<file path="config.mk">
export PLATFORM = sky130hd
export DESIGN_NAME = ssf_status_top
export DESIGN_NICKNAME = d
export VERILOG_FILES = /design/src/hdl/ssf_pkg.sv /design/src/hdl/ssf_event_if.sv /design/src/hdl/ssf_flag_keeper.sv /design/src/hdl/ssf_irq_bank.sv /design/src/hdl/ssf_status_top.sv
export SDC_FILE = /design/constraint.sdc
export NUM_CORES = 1
export LEC_CHECK = 0
export BUFFER_PORTS_ARGS = -buffer_cell sky130_fd_sc_hd__buf_2
export CAP_MARGIN = 20
export CORE_MARGIN = 5
export CORE_UTILIZATION = 30
export CTS_BUF_LIST = sky130_fd_sc_hd__clkbuf_16
export DETAILED_ROUTE_END_ITERATION = 12
export SLEW_MARGIN = 20
export SYNTH_ARGS = -nofsm -noshare
export SYNTH_HDL_FRONTEND = slang
export SYNTH_SLANG_ARGS = --single-unit
</file>
<file path="constraint.sdc">
create_clock -name clock -period 1.7 [get_ports clock]
set_input_delay 0.17 -clock clock [delete_from_list [all_inputs] [get_ports clock]]
set_output_delay 0.17 -clock clock [all_outputs]
set_load 0.005 [all_outputs]
</file>
<file path="src/hdl/ssf_pkg.sv">
/*
  package of the serial port status flag block: register map, fields, resets.
  assumes an apb slave with 32-bit data and one aligned word per register.
*/
package ssf_pkg;
  localparam logic [7:0] SSF_OFS_STATUS  = 8'h00;
  localparam logic [7:0] SSF_OFS_CONTROL = 8'h04;
  localparam logic [7:0] SSF_OFS_DATA    = 8'h08;
  localparam logic [7:0] SSF_OFS_IRQSTAT = 8'h0C;
  localparam logic [7:0] SSF_OFS_IRQMASK = 8'h10;
  localparam int SSF_BIT_SMP  = 7;
  localparam int SSF_BIT_EDGE = 6;
  localparam int SSF_BIT_STOP = 4;
  localparam int SSF_BIT_STRT = 3;
  localparam int SSF_BIT_BF   = 0;
  localparam int SSF_CTL_EN   = 0;
  localparam int SSF_CTL_I2C  = 1;
  localparam int SSF_CTL_SLV  = 2;
  localparam int SSF_IRQ_RX   = 0;
  localparam int SSF_IRQ_TX   = 1;
  localparam int SSF_IRQ_STRT = 2;
  localparam int SSF_IRQ_STOP = 3;
  localparam logic [7:0] SSF_RST_STATUS  = 8'h00;
  localparam logic [2:0] SSF_RST_CONTROL = 3'h0;
  localparam logic [3:0] SSF_RST_MASK    = 4'h0;
endpackage

</file>
<file path="src/hdl/ssf_event_if.sv">
/*
  interface carrying the serial engine events between flag keeper and top.
  assumes one clock domain; events are one-cycle pulses.
*/
`timescale 1ns/1ps
`default_nettype none
interface ssf_event_if;
  logic rxDone;
  logic txStart;
  logic txDone;
  logic bufRead;
  logic startSeen;
  logic stopSeen;
  logic portEn;
  logic i2cMode;
  logic bufFull;
  logic startFlag;
  logic stopFlag;
  modport src (output rxDone, txStart, txDone, bufRead, startSeen, stopSeen,
               output portEn, i2cMode, input bufFull, startFlag, stopFlag);
  modport dst (input rxDone, txStart, txDone, bufRead, startSeen, stopSeen,
               input portEn, i2cMode, output bufFull, startFlag, stopFlag);
endinterface
`default_nettype wire

</file>
<file path="src/hdl/ssf_flag_keeper.sv">
/*
  keeps buffer full, start-seen and stop-seen flags.
  assumes event pulses already in the system clock domain.
*/
`timescale 1ns/1ps
`default_nettype none
module ssf_flag_keeper
  import ssf_pkg::*;
(
  input  wire logic  clock,
  input  wire logic  sys_rst,
  ssf_event_if.dst   ev
);
  logic bfReg, bfNext;
  logic startReg, startNext;
  logic stopReg, stopNext;
  logic i2cTx;

  assign i2cTx = ev.i2cMode && ev.txStart;
  // set wins over the read that empties the buffer
  assign bfNext = (!ev.portEn) ? 1'b0 :
                  (ev.rxDone || i2cTx) ? 1'b1 :
                  ((ev.i2cMode && ev.txDone) || ev.bufRead) ? 1'b0 : bfReg;
  // last detected condition wins; disable clears both
  assign stopNext = (!ev.portEn || !ev.i2cMode) ? 1'b0 :
                    ev.stopSeen ? 1'b1 :
                    ev.startSeen ? 1'b0 : stopReg;
  // a stop in the same cycle as a start counts as the later one
  assign startNext = (!ev.portEn || !ev.i2cMode) ? 1'b0 :
                     ev.stopSeen ? 1'b0 :
                     ev.startSeen ? 1'b1 : startReg;

  always_ff @(posedge clock)
  begin
    if (sys_rst)
    begin
      bfReg    <= 1'b0;
      startReg <= 1'b0;
      stopReg  <= 1'b0;
    end
    else
    begin
      bfReg    <= bfNext;
      startReg <= startNext;
      stopReg  <= stopNext;
    end
  end

  assign ev.bufFull   = bfReg;
  assign ev.startFlag = startReg;
  assign ev.stopFlag  = stopReg;
endmodule
`default_nettype wire

</file>
<file path="src/hdl/ssf_irq_bank.sv">
/*
  sticky interrupt status with write-one-to-clear and a mask.
  assumes event pulses on the system clock.
*/
`timescale 1ns/1ps
`default_nettype none
module ssf_irq_bank
#(
  parameter int N = 4
)
(
  input  wire logic         clock,
  input  wire logic         sys_rst,
  input  wire logic [N-1:0] events,
  input  wire logic [N-1:0] clearBits,
  input  wire logic         maskWr,
  input  wire logic [N-1:0] maskData,
  output logic      [N-1:0] status,
  output logic      [N-1:0] mask,
  output logic              irq
);
  genvar i;
  generate
    for (i = 0; i < N; i++)
    begin : g_bit
      always_ff @(posedge clock)
      begin
        if (sys_rst)
          status[i] <= 1'b0;
        else if (events[i])
          status[i] <= 1'b1;
        else if (clearBits[i])
          status[i] <= 1'b0;
      end
    end
  endgenerate

  always_ff @(posedge clock)
  begin
    if (sys_rst)
      mask <= '0;
    else if (maskWr)
      mask <= maskData;
  end

  assign irq = |(status & mask);
endmodule
`default_nettype wire

</file>
<file path="src/hdl/ssf_status_top.sv">
/*
  status register bank of a synchronous serial port in spi or i2c mode.
  assumes an apb master on clock and engine events on the same clock;
  the raw start/stop detector lines come from pin logic and are resynchronised.
*/
// The APB slave port and the register addresses are this design's own decisions.
`timescale 1ns/1ps
`default_nettype none
module ssf_status_top
  import ssf_pkg::*;
(
  input  wire logic        clock,
  input  wire logic        sys_rst,
  input  wire logic        psel,
  input  wire logic        penable,
  input  wire logic        pwrite,
  input  wire logic [7:0]  paddr,
  input  wire logic [31:0] pwdata,
  input  wire logic [3:0]  pstrb,
  output logic      [31:0] prdata,
  output logic             pready,
  output logic             pslverr,
  input  wire logic        rxDone,
  input  wire logic [7:0]  rxByte,
  input  wire logic        txStart,
  input  wire logic        txDone,
  input  wire logic        startPin,
  input  wire logic        stopPin,
  output logic             portEnable,
  output logic             i2cSelect,
  output logic             slaveSelect,
  output logic             samplePhase,
  output logic             clockEdge,
  output logic             irq
);
  ssf_event_if ev ();

  logic [2:0] ctlReg;
  logic [1:0] phaseReg;
  logic [7:0] dataReg;
  logic [1:0] startSync, stopSync;
  logic       startLast, stopLast;
  logic [3:0] irqStat, irqMask, irqEvents, irqClear;

  wire access   = psel && penable;
  wire wrAcc    = access && pwrite && pstrb[0];
  wire rdAcc    = access && !pwrite;
  wire hitStat  = (paddr == SSF_OFS_STATUS);
  wire hitCtl   = (paddr == SSF_OFS_CONTROL);
  wire hitData  = (paddr == SSF_OFS_DATA);
  wire hitIStat = (paddr == SSF_OFS_IRQSTAT);
  wire hitIMask = (paddr == SSF_OFS_IRQMASK);
  wire mapped   = hitStat | hitCtl | hitData | hitIStat | hitIMask;
  wire startEdge = startSync[1] && !startLast;
  wire stopEdge  = stopSync[1] && !stopLast;
  // the sample phase bit is forced low in i2c or spi slave configuration
  wire phaseLock = ctlReg[SSF_CTL_I2C] || ctlReg[SSF_CTL_SLV];

  wire [7:0] statusWord = {phaseReg[1], phaseReg[0], 1'b0, ev.stopFlag,
                           ev.startFlag, 2'b00, ev.bufFull};

  always_ff @(posedge clock)
  begin
    if (sys_rst)
    begin
      ctlReg   <= SSF_RST_CONTROL;
      phaseReg <= 2'b00;
    end
    else
    begin
      if (wrAcc && hitCtl)
        ctlReg <= pwdata[2:0];
      if (wrAcc && hitStat)
        phaseReg <= {pwdata[SSF_BIT_SMP] && !phaseLock, pwdata[SSF_BIT_EDGE]};
      else if (phaseLock)
        phaseReg[1] <= 1'b0;
    end
  end

  always_ff @(posedge clock)
  begin
    if (sys_rst)
      dataReg <= 8'h00;
    else if (rxDone)
      dataReg <= rxByte;
  end

  always_ff @(posedge clock)
  begin
    if (sys_rst)
    begin
      startSync <= 2'b00;
      stopSync  <= 2'b00;
      startLast <= 1'b0;
      stopLast  <= 1'b0;
    end
    else
    begin
      startSync <= {startSync[0], startPin};
      stopSync  <= {stopSync[0], stopPin};
      startLast <= startSync[1];
      stopLast  <= stopSync[1];
    end
  end

  assign ev.rxDone    = rxDone;
  assign ev.txStart   = txStart;
  assign ev.txDone    = txDone;
  assign ev.bufRead   = rdAcc && hitData;
  assign ev.startSeen = startEdge && ctlReg[SSF_CTL_I2C];
  assign ev.stopSeen  = stopEdge && ctlReg[SSF_CTL_I2C];
  assign ev.portEn    = ctlReg[SSF_CTL_EN];
  assign ev.i2cMode   = ctlReg[SSF_CTL_I2C];

  ssf_flag_keeper u_flags (
    .clock   (clock),
    .sys_rst (sys_rst),
    .ev      (ev)
  );

  assign irqEvents = {ev.stopSeen, ev.startSeen, txDone, rxDone};
  assign irqClear  = (wrAcc && hitIStat) ? pwdata[3:0] : 4'h0;

  ssf_irq_bank #(.N(4)) u_irq (
    .clock     (clock),
    .sys_rst   (sys_rst),
    .events    (irqEvents),
    .clearBits (irqClear),
    .maskWr    (wrAcc && hitIMask),
    .maskData  (pwdata[3:0]),
    .status    (irqStat),
    .mask      (irqMask),
    .irq       (irq)
  );

  always_ff @(posedge clock)
  begin
    if (sys_rst)
      prdata <= 32'h0000_0000;
    else if (psel && !penable && !pwrite)
    begin
      prdata <= 32'h0000_0000;
      if (paddr == SSF_OFS_STATUS)
        prdata[7:0] <= statusWord;
      else if (paddr == SSF_OFS_CONTROL)
        prdata[2:0] <= ctlReg;
      else if (paddr == SSF_OFS_DATA)
        prdata[7:0] <= dataReg;
      else if (paddr == SSF_OFS_IRQSTAT)
        prdata[3:0] <= irqStat;
      else if (paddr == SSF_OFS_IRQMASK)
        prdata[3:0] <= irqMask;
    end
  end

  assign pready      = 1'b1;
  assign pslverr     = access && !mapped;
  assign portEnable  = ctlReg[SSF_CTL_EN];
  assign i2cSelect   = ctlReg[SSF_CTL_I2C];
  assign slaveSelect = ctlReg[SSF_CTL_SLV];
  assign samplePhase = phaseReg[1];
  assign clockEdge   = phaseReg[0];
endmodule
`default_nettype wire

</file>
# Yosys cells after proc, flatten, opt, wreduce, memory -nomap -nowiden
# Index checks and enable logic that the tools add are counted.
# totals
regBits	38
inputBits	62
out_inout_bits	40
wordCells	92
# op_classes
n_eq_ne	4
n_mux	22
n_bitwise	6
reduce_logical	43
# ops
operator	count
4-bit 2-to-1 mux	5
1-bit logical AND	19
8-bit by 4-bit == test with 1-bit output (second input constant)	2
1-bit 2-to-1 mux	14
2-bit nonzero test	7
8-bit by 3-bit == test with 1-bit output (second input constant)	1
8-bit by 5-bit == test with 1-bit output (second input constant)	1
1-bit logical NOT	8
8-bit logical NOT	1
8-bit 2-to-1 mux	1
5-bit 2-to-1 mux	1
4-bit bitwise AND	1
1-bit logical OR	4
1-bit bitwise OR	4
2-bit OR reduction	2
4-bit OR reduction	1
3-bit 2-to-1 mux	1
3-bit OR reduction	1
1-bit inverter	1

# Longest topological paths before layout
# logic_depth
depth_word	7
depth_mapped	6
depth_no_buf	4

# Hierarchy
# A second synthesis with hierarchy kept.
# hier_totals
cells_unflattened	228
hier_area_um2	1969.4
# by_module_without_submodules
mod	instances	cells_per_inst	area_each_um2	seq_area_each_um2
ssf_status_top	1	181	1537.7	540.5
ssf_irq_bank	1	33	310.3	160.2
ssf_flag_keeper	1	14	121.4	60.1

# Least setup slack after synthesis
# No wires, ideal clock.
# synth_timing
path_type	input to register
from	input port penable
to	register prdata[1]
setup_time_ns	0.070
t_arrival_ns	1.263
required_time_ns	1.630
setup_slack_ns	0.367
cell_stages	4
path_buffers	1
path_cell_list	or3b_1 -> buf_2 -> or4_1 -> a21oi_1
# synth_between
elab_chain_len	3
# synth_rtl
element	line_no	text
start: declaration	ssf_status_top.sv:15	input wire logic penable,
1-bit logical NOT	ssf_status_top.sv:140	else if (psel && !penable && !pwrite)
1-bit logical AND (2 in series)	ssf_status_top.sv:140	
end signal: assignment	ssf_status_top.sv:144	prdata[7:0] <= statusWord;
end signal: assignment	ssf_status_top.sv:146	prdata[2:0] <= ctlReg;
end signal: assignment	ssf_status_top.sv:148	prdata[7:0] <= dataReg;
end: declaration	ssf_status_top.sv:20	output logic [31:0] prdata,
# No other way between the ends.
# A chain may end at the register's enable or synchronous reset.

# Worst setup path in the final report
# layout_timing
from	register dataReg[2]
to	register prdata[2]
# layout_between
elab_chain_len	3
# layout_rtl
element	line_no	text
start: declaration	ssf_status_top.sv:40	logic [7:0] dataReg;
start signal: assignment	ssf_status_top.sv:85	dataReg <= rxByte;
4-bit 2-to-1 mux	ssf_status_top.sv:147	else if (paddr == SSF_OFS_DATA)
3-bit 2-to-1 mux	ssf_status_top.sv:145	else if (paddr == SSF_OFS_CONTROL)
8-bit 2-to-1 mux	ssf_status_top.sv:143	if (paddr == SSF_OFS_STATUS)
# No other way between the ends.

==> results.yml <==
outcome:
  status: "finished, final reports clean"
worst_setup_path:
  reg2reg_to: "prdata[2]$_SDFFE_PP0P_"
  endpoint: "prdata[2]$_SDFFE_PP0P_"
  timing.reg2reg.setup_slack_ns: 0.37
  worstRegToRegCells: 4
  path_max_fanout: 2
  crit_type: "register to register"
  cp.required_ns: 1.91
  setup.worst_path.start: "dataReg[2]$_SDFFE_PP0P_"
  crit_path_end_kind: "register"
  worst_setup_path_start_kind: "register"
  worst_r2r_startpoint: "dataReg[2]$_SDFFE_PP0P_"
  worstPathArrival_ns: 1.54
sta:
  hold_violations: 0
  layout_min_cycle_time_ns: 1.33
  report.final.slew_viol_count: 0
  grt_setup_unrepaired: "no"
  fin_crit_sh_pct: 78.4
  finalClockSkew_ns: 0.00541
  timing.fmax_mhz: 751
  worst_slack_ns: 0.368
  finalSetupViolations: 0
  setup_tns_ns: 0
pwr:
  powerDensity_mw_per_mm2: 851
  power_mw: 1.94
  p_leak_nw: 1.05
  ir_worst_vdd_mv: 0.663
floorplan:
  rows: 29
  initial_core_util_pct: 30.3
  core_area_mm2: 0.00628
  ioPinCount: 102
  die_w_um: 89.7
  dieArea_mm2: 0.00804
  die_h_um: 89.7
clocking:
  cts-hold-fix-buffers: 0
  cts_root_buf: "clkbuf_16"
  clk_latency_ns: 0.28
  cts_buffer_depth: 2
  tritoncts: "built"
  cts_buffers: 5
  cts_setup_buffers: 0
  htree_levels: 2
  cts_sinks: 38
  path_clk_slew_ns: 0.05
  cts_resized: 0
placement:
  place.gp.congestion: 0.833
  io_buffers: 47
  post-dp-hpwl_mm: 3.61
  place_ws_ns: 0.156
  place_area_mm2: 0.00215
routing:
  ant_nets: 0
  drc: 0
  firstDrtPassIters: 4
  routed_wl_mm: 4.64
  num_vias: 1568
  drt-wirelength-per-cell_um: 13.8
  first_iter_violations: 115
  viasPerCell: 4.68
yosys:
  yosys-top-cells-area: "dfxtp_1 40%, mux2i_1 12%, buf_4 9.9%"
  synth-edff-count: 0
  ys_seq_area_share_pct: 39.9
  yosysUniqueCellTypes: 42
  yosys_warnings: 0
  synthArstFlopShare_pct: 0
  synth_area_leader_cell: "dfxtp_1"
  synth_top_area_share_pct: 39.9
  ys_ff_latch: 38
  ys.flop_type: "dfxtp_1"
  synth.most_common_cell: "dfxtp_1"
  ys_top_cells_by_count: "38 x dfxtp_1, 26 x nor2_1, 25 x buf_4"
  synth_area_per_cell_um2: 9.11
  synthCells: 209
  synth_area_mm2: 0.00190
finish:
  final.fill_count: 657
  syn_to_final_growth_pct: 20.0
  antennaDiodeCount: 0
  drive_gt1_share_pct: 25.6
  final_core_util_pct: 36.4
  final_net_count: 320
  stdcell_area_mm2: 0.00228
grt:
  grt_pass1_vias: 1459
  antenna_found_initial: 0
  grt_start_max_net_pins: 20
  grt_pass1_wl_mm: 7.20
  grt_usage_pct: 11.9
  overflow: 0
flow_run:
  max_cap_violations: 0
worst_hold_path:
  hold_path_depth: 2
  min_path_type: "primary input to register"
==> worst max-delay path: stages, from the launching register on <==
cell and delay (ns):
dfxtp_1 0.34, nor4bb_1 0.21, a221oi_1 0.08, or4_1 0.50, a21oi_1 0.14
==> per-stage QoR <==
stage          std cells  hold slack, ns
6_report             335           0.104
3_5_place_dp         328           0.385
2_1_floorplan        232           0.279
4_1_cts              335          0.0995
5_1_grt              335           0.110
3_3_place_gp         328           0.383
==> registers in the layout, indices dropped and copies added (netlist names) <==
signal and cells:
dataReg 8, prdata 8, startLast 1, u_flags.ev.startFlag 1, stopSync 2, u_irq.status 4, phaseReg 2, u_flags.ev.stopFlag 1
ctlReg 3, startSync 2, stopLast 1, u_flags.ev.bufFull 1, u_irq.mask 4
==> area by class of cell <==
cell class / count / area, um2 / share of cell area [%]
Clock inverter: 2 / 7.51 / 0.329
Timing Repair Buffer: 56 / 303 / 13.3
Tap cell: 77 / 96.3 / 4.22
Multi-Input combinational cell: 154 / 981 / 42.9
Sequential cell: 38 / 761 / 33.3
Inverter: 3 / 11.3 / 0.493
Clock buffer: 5 / 125 / 5.48
==> worst min-delay path by stage <==
| stage | to | startpoint | slack [ns] |
|---|---|---|---|
| after global routing | u_irq.status[1]$_SDFFE_PP0P_ | pwdata[1] | 0.11 |
| after floorplan | u_irq.status[2]$_SDFFE_PP0P_ | pwdata[2] | 0.28 |
| after CTS | startSync[0]$_SDFF_PP0_ | startPin | 0.1 |
| after detailed placement | startSync[0]$_SDFF_PP0_ | startPin | 0.39 |
| final | startSync[0]$_SDFF_PP0_ | startPin | 0.10 |
| after global placement | startSync[0]$_SDFF_PP0_ | startPin | 0.38 |
==> report_power, final <==
part           total, mW  switching, mW  internal [mW]
Combinational      0.174          0.100         0.0743
Sequential         0.923         0.0115          0.912
Clock              0.846          0.323          0.523
==> cells by family after synthesis <==
| kind of cell | share of synthesized area [%] |
|---|---|
| other | 0.394 |
| multiplexers | 12.7 |
| AND/OR/NAND/NOR | 23.5 |
| flip-flops | 39.9 |
| buffers and inverters | 13.1 |
| AO/OA/AOI/OAI | 10.4 |
==> layer usage <==
metal  GRT usage, %  up-vias  routed length [um]
met5              0        -                   0
met4           4.47        0                  58
met3           3.65        4                 346
met2           18.2       54                2100
met1           15.8      724                2130
li1               -      786                   -
==> layout by cell type, fill, tap and decap left out, types with 3 or more instances in the layout <==
cell,synthesis,final
a22oi_1,6,6
nand4_1,3,3
or3_1,3,3
a21oi_1,6,6
buf_2,4,47
nand2b_1,3,3
nand3b_1,4,4
nand2_1,10,10
inv_1,3,5
mux2i_1,23,23
dfxtp_1,38,38
nor2_1,26,26
conb_1,2,25
clkbuf_16,0,5
buf_4,25,9
a311oi_1,4,4
or4_1,3,3
nor2b_1,9,9
Note: power is estimated with default switching activity, not from simulation.
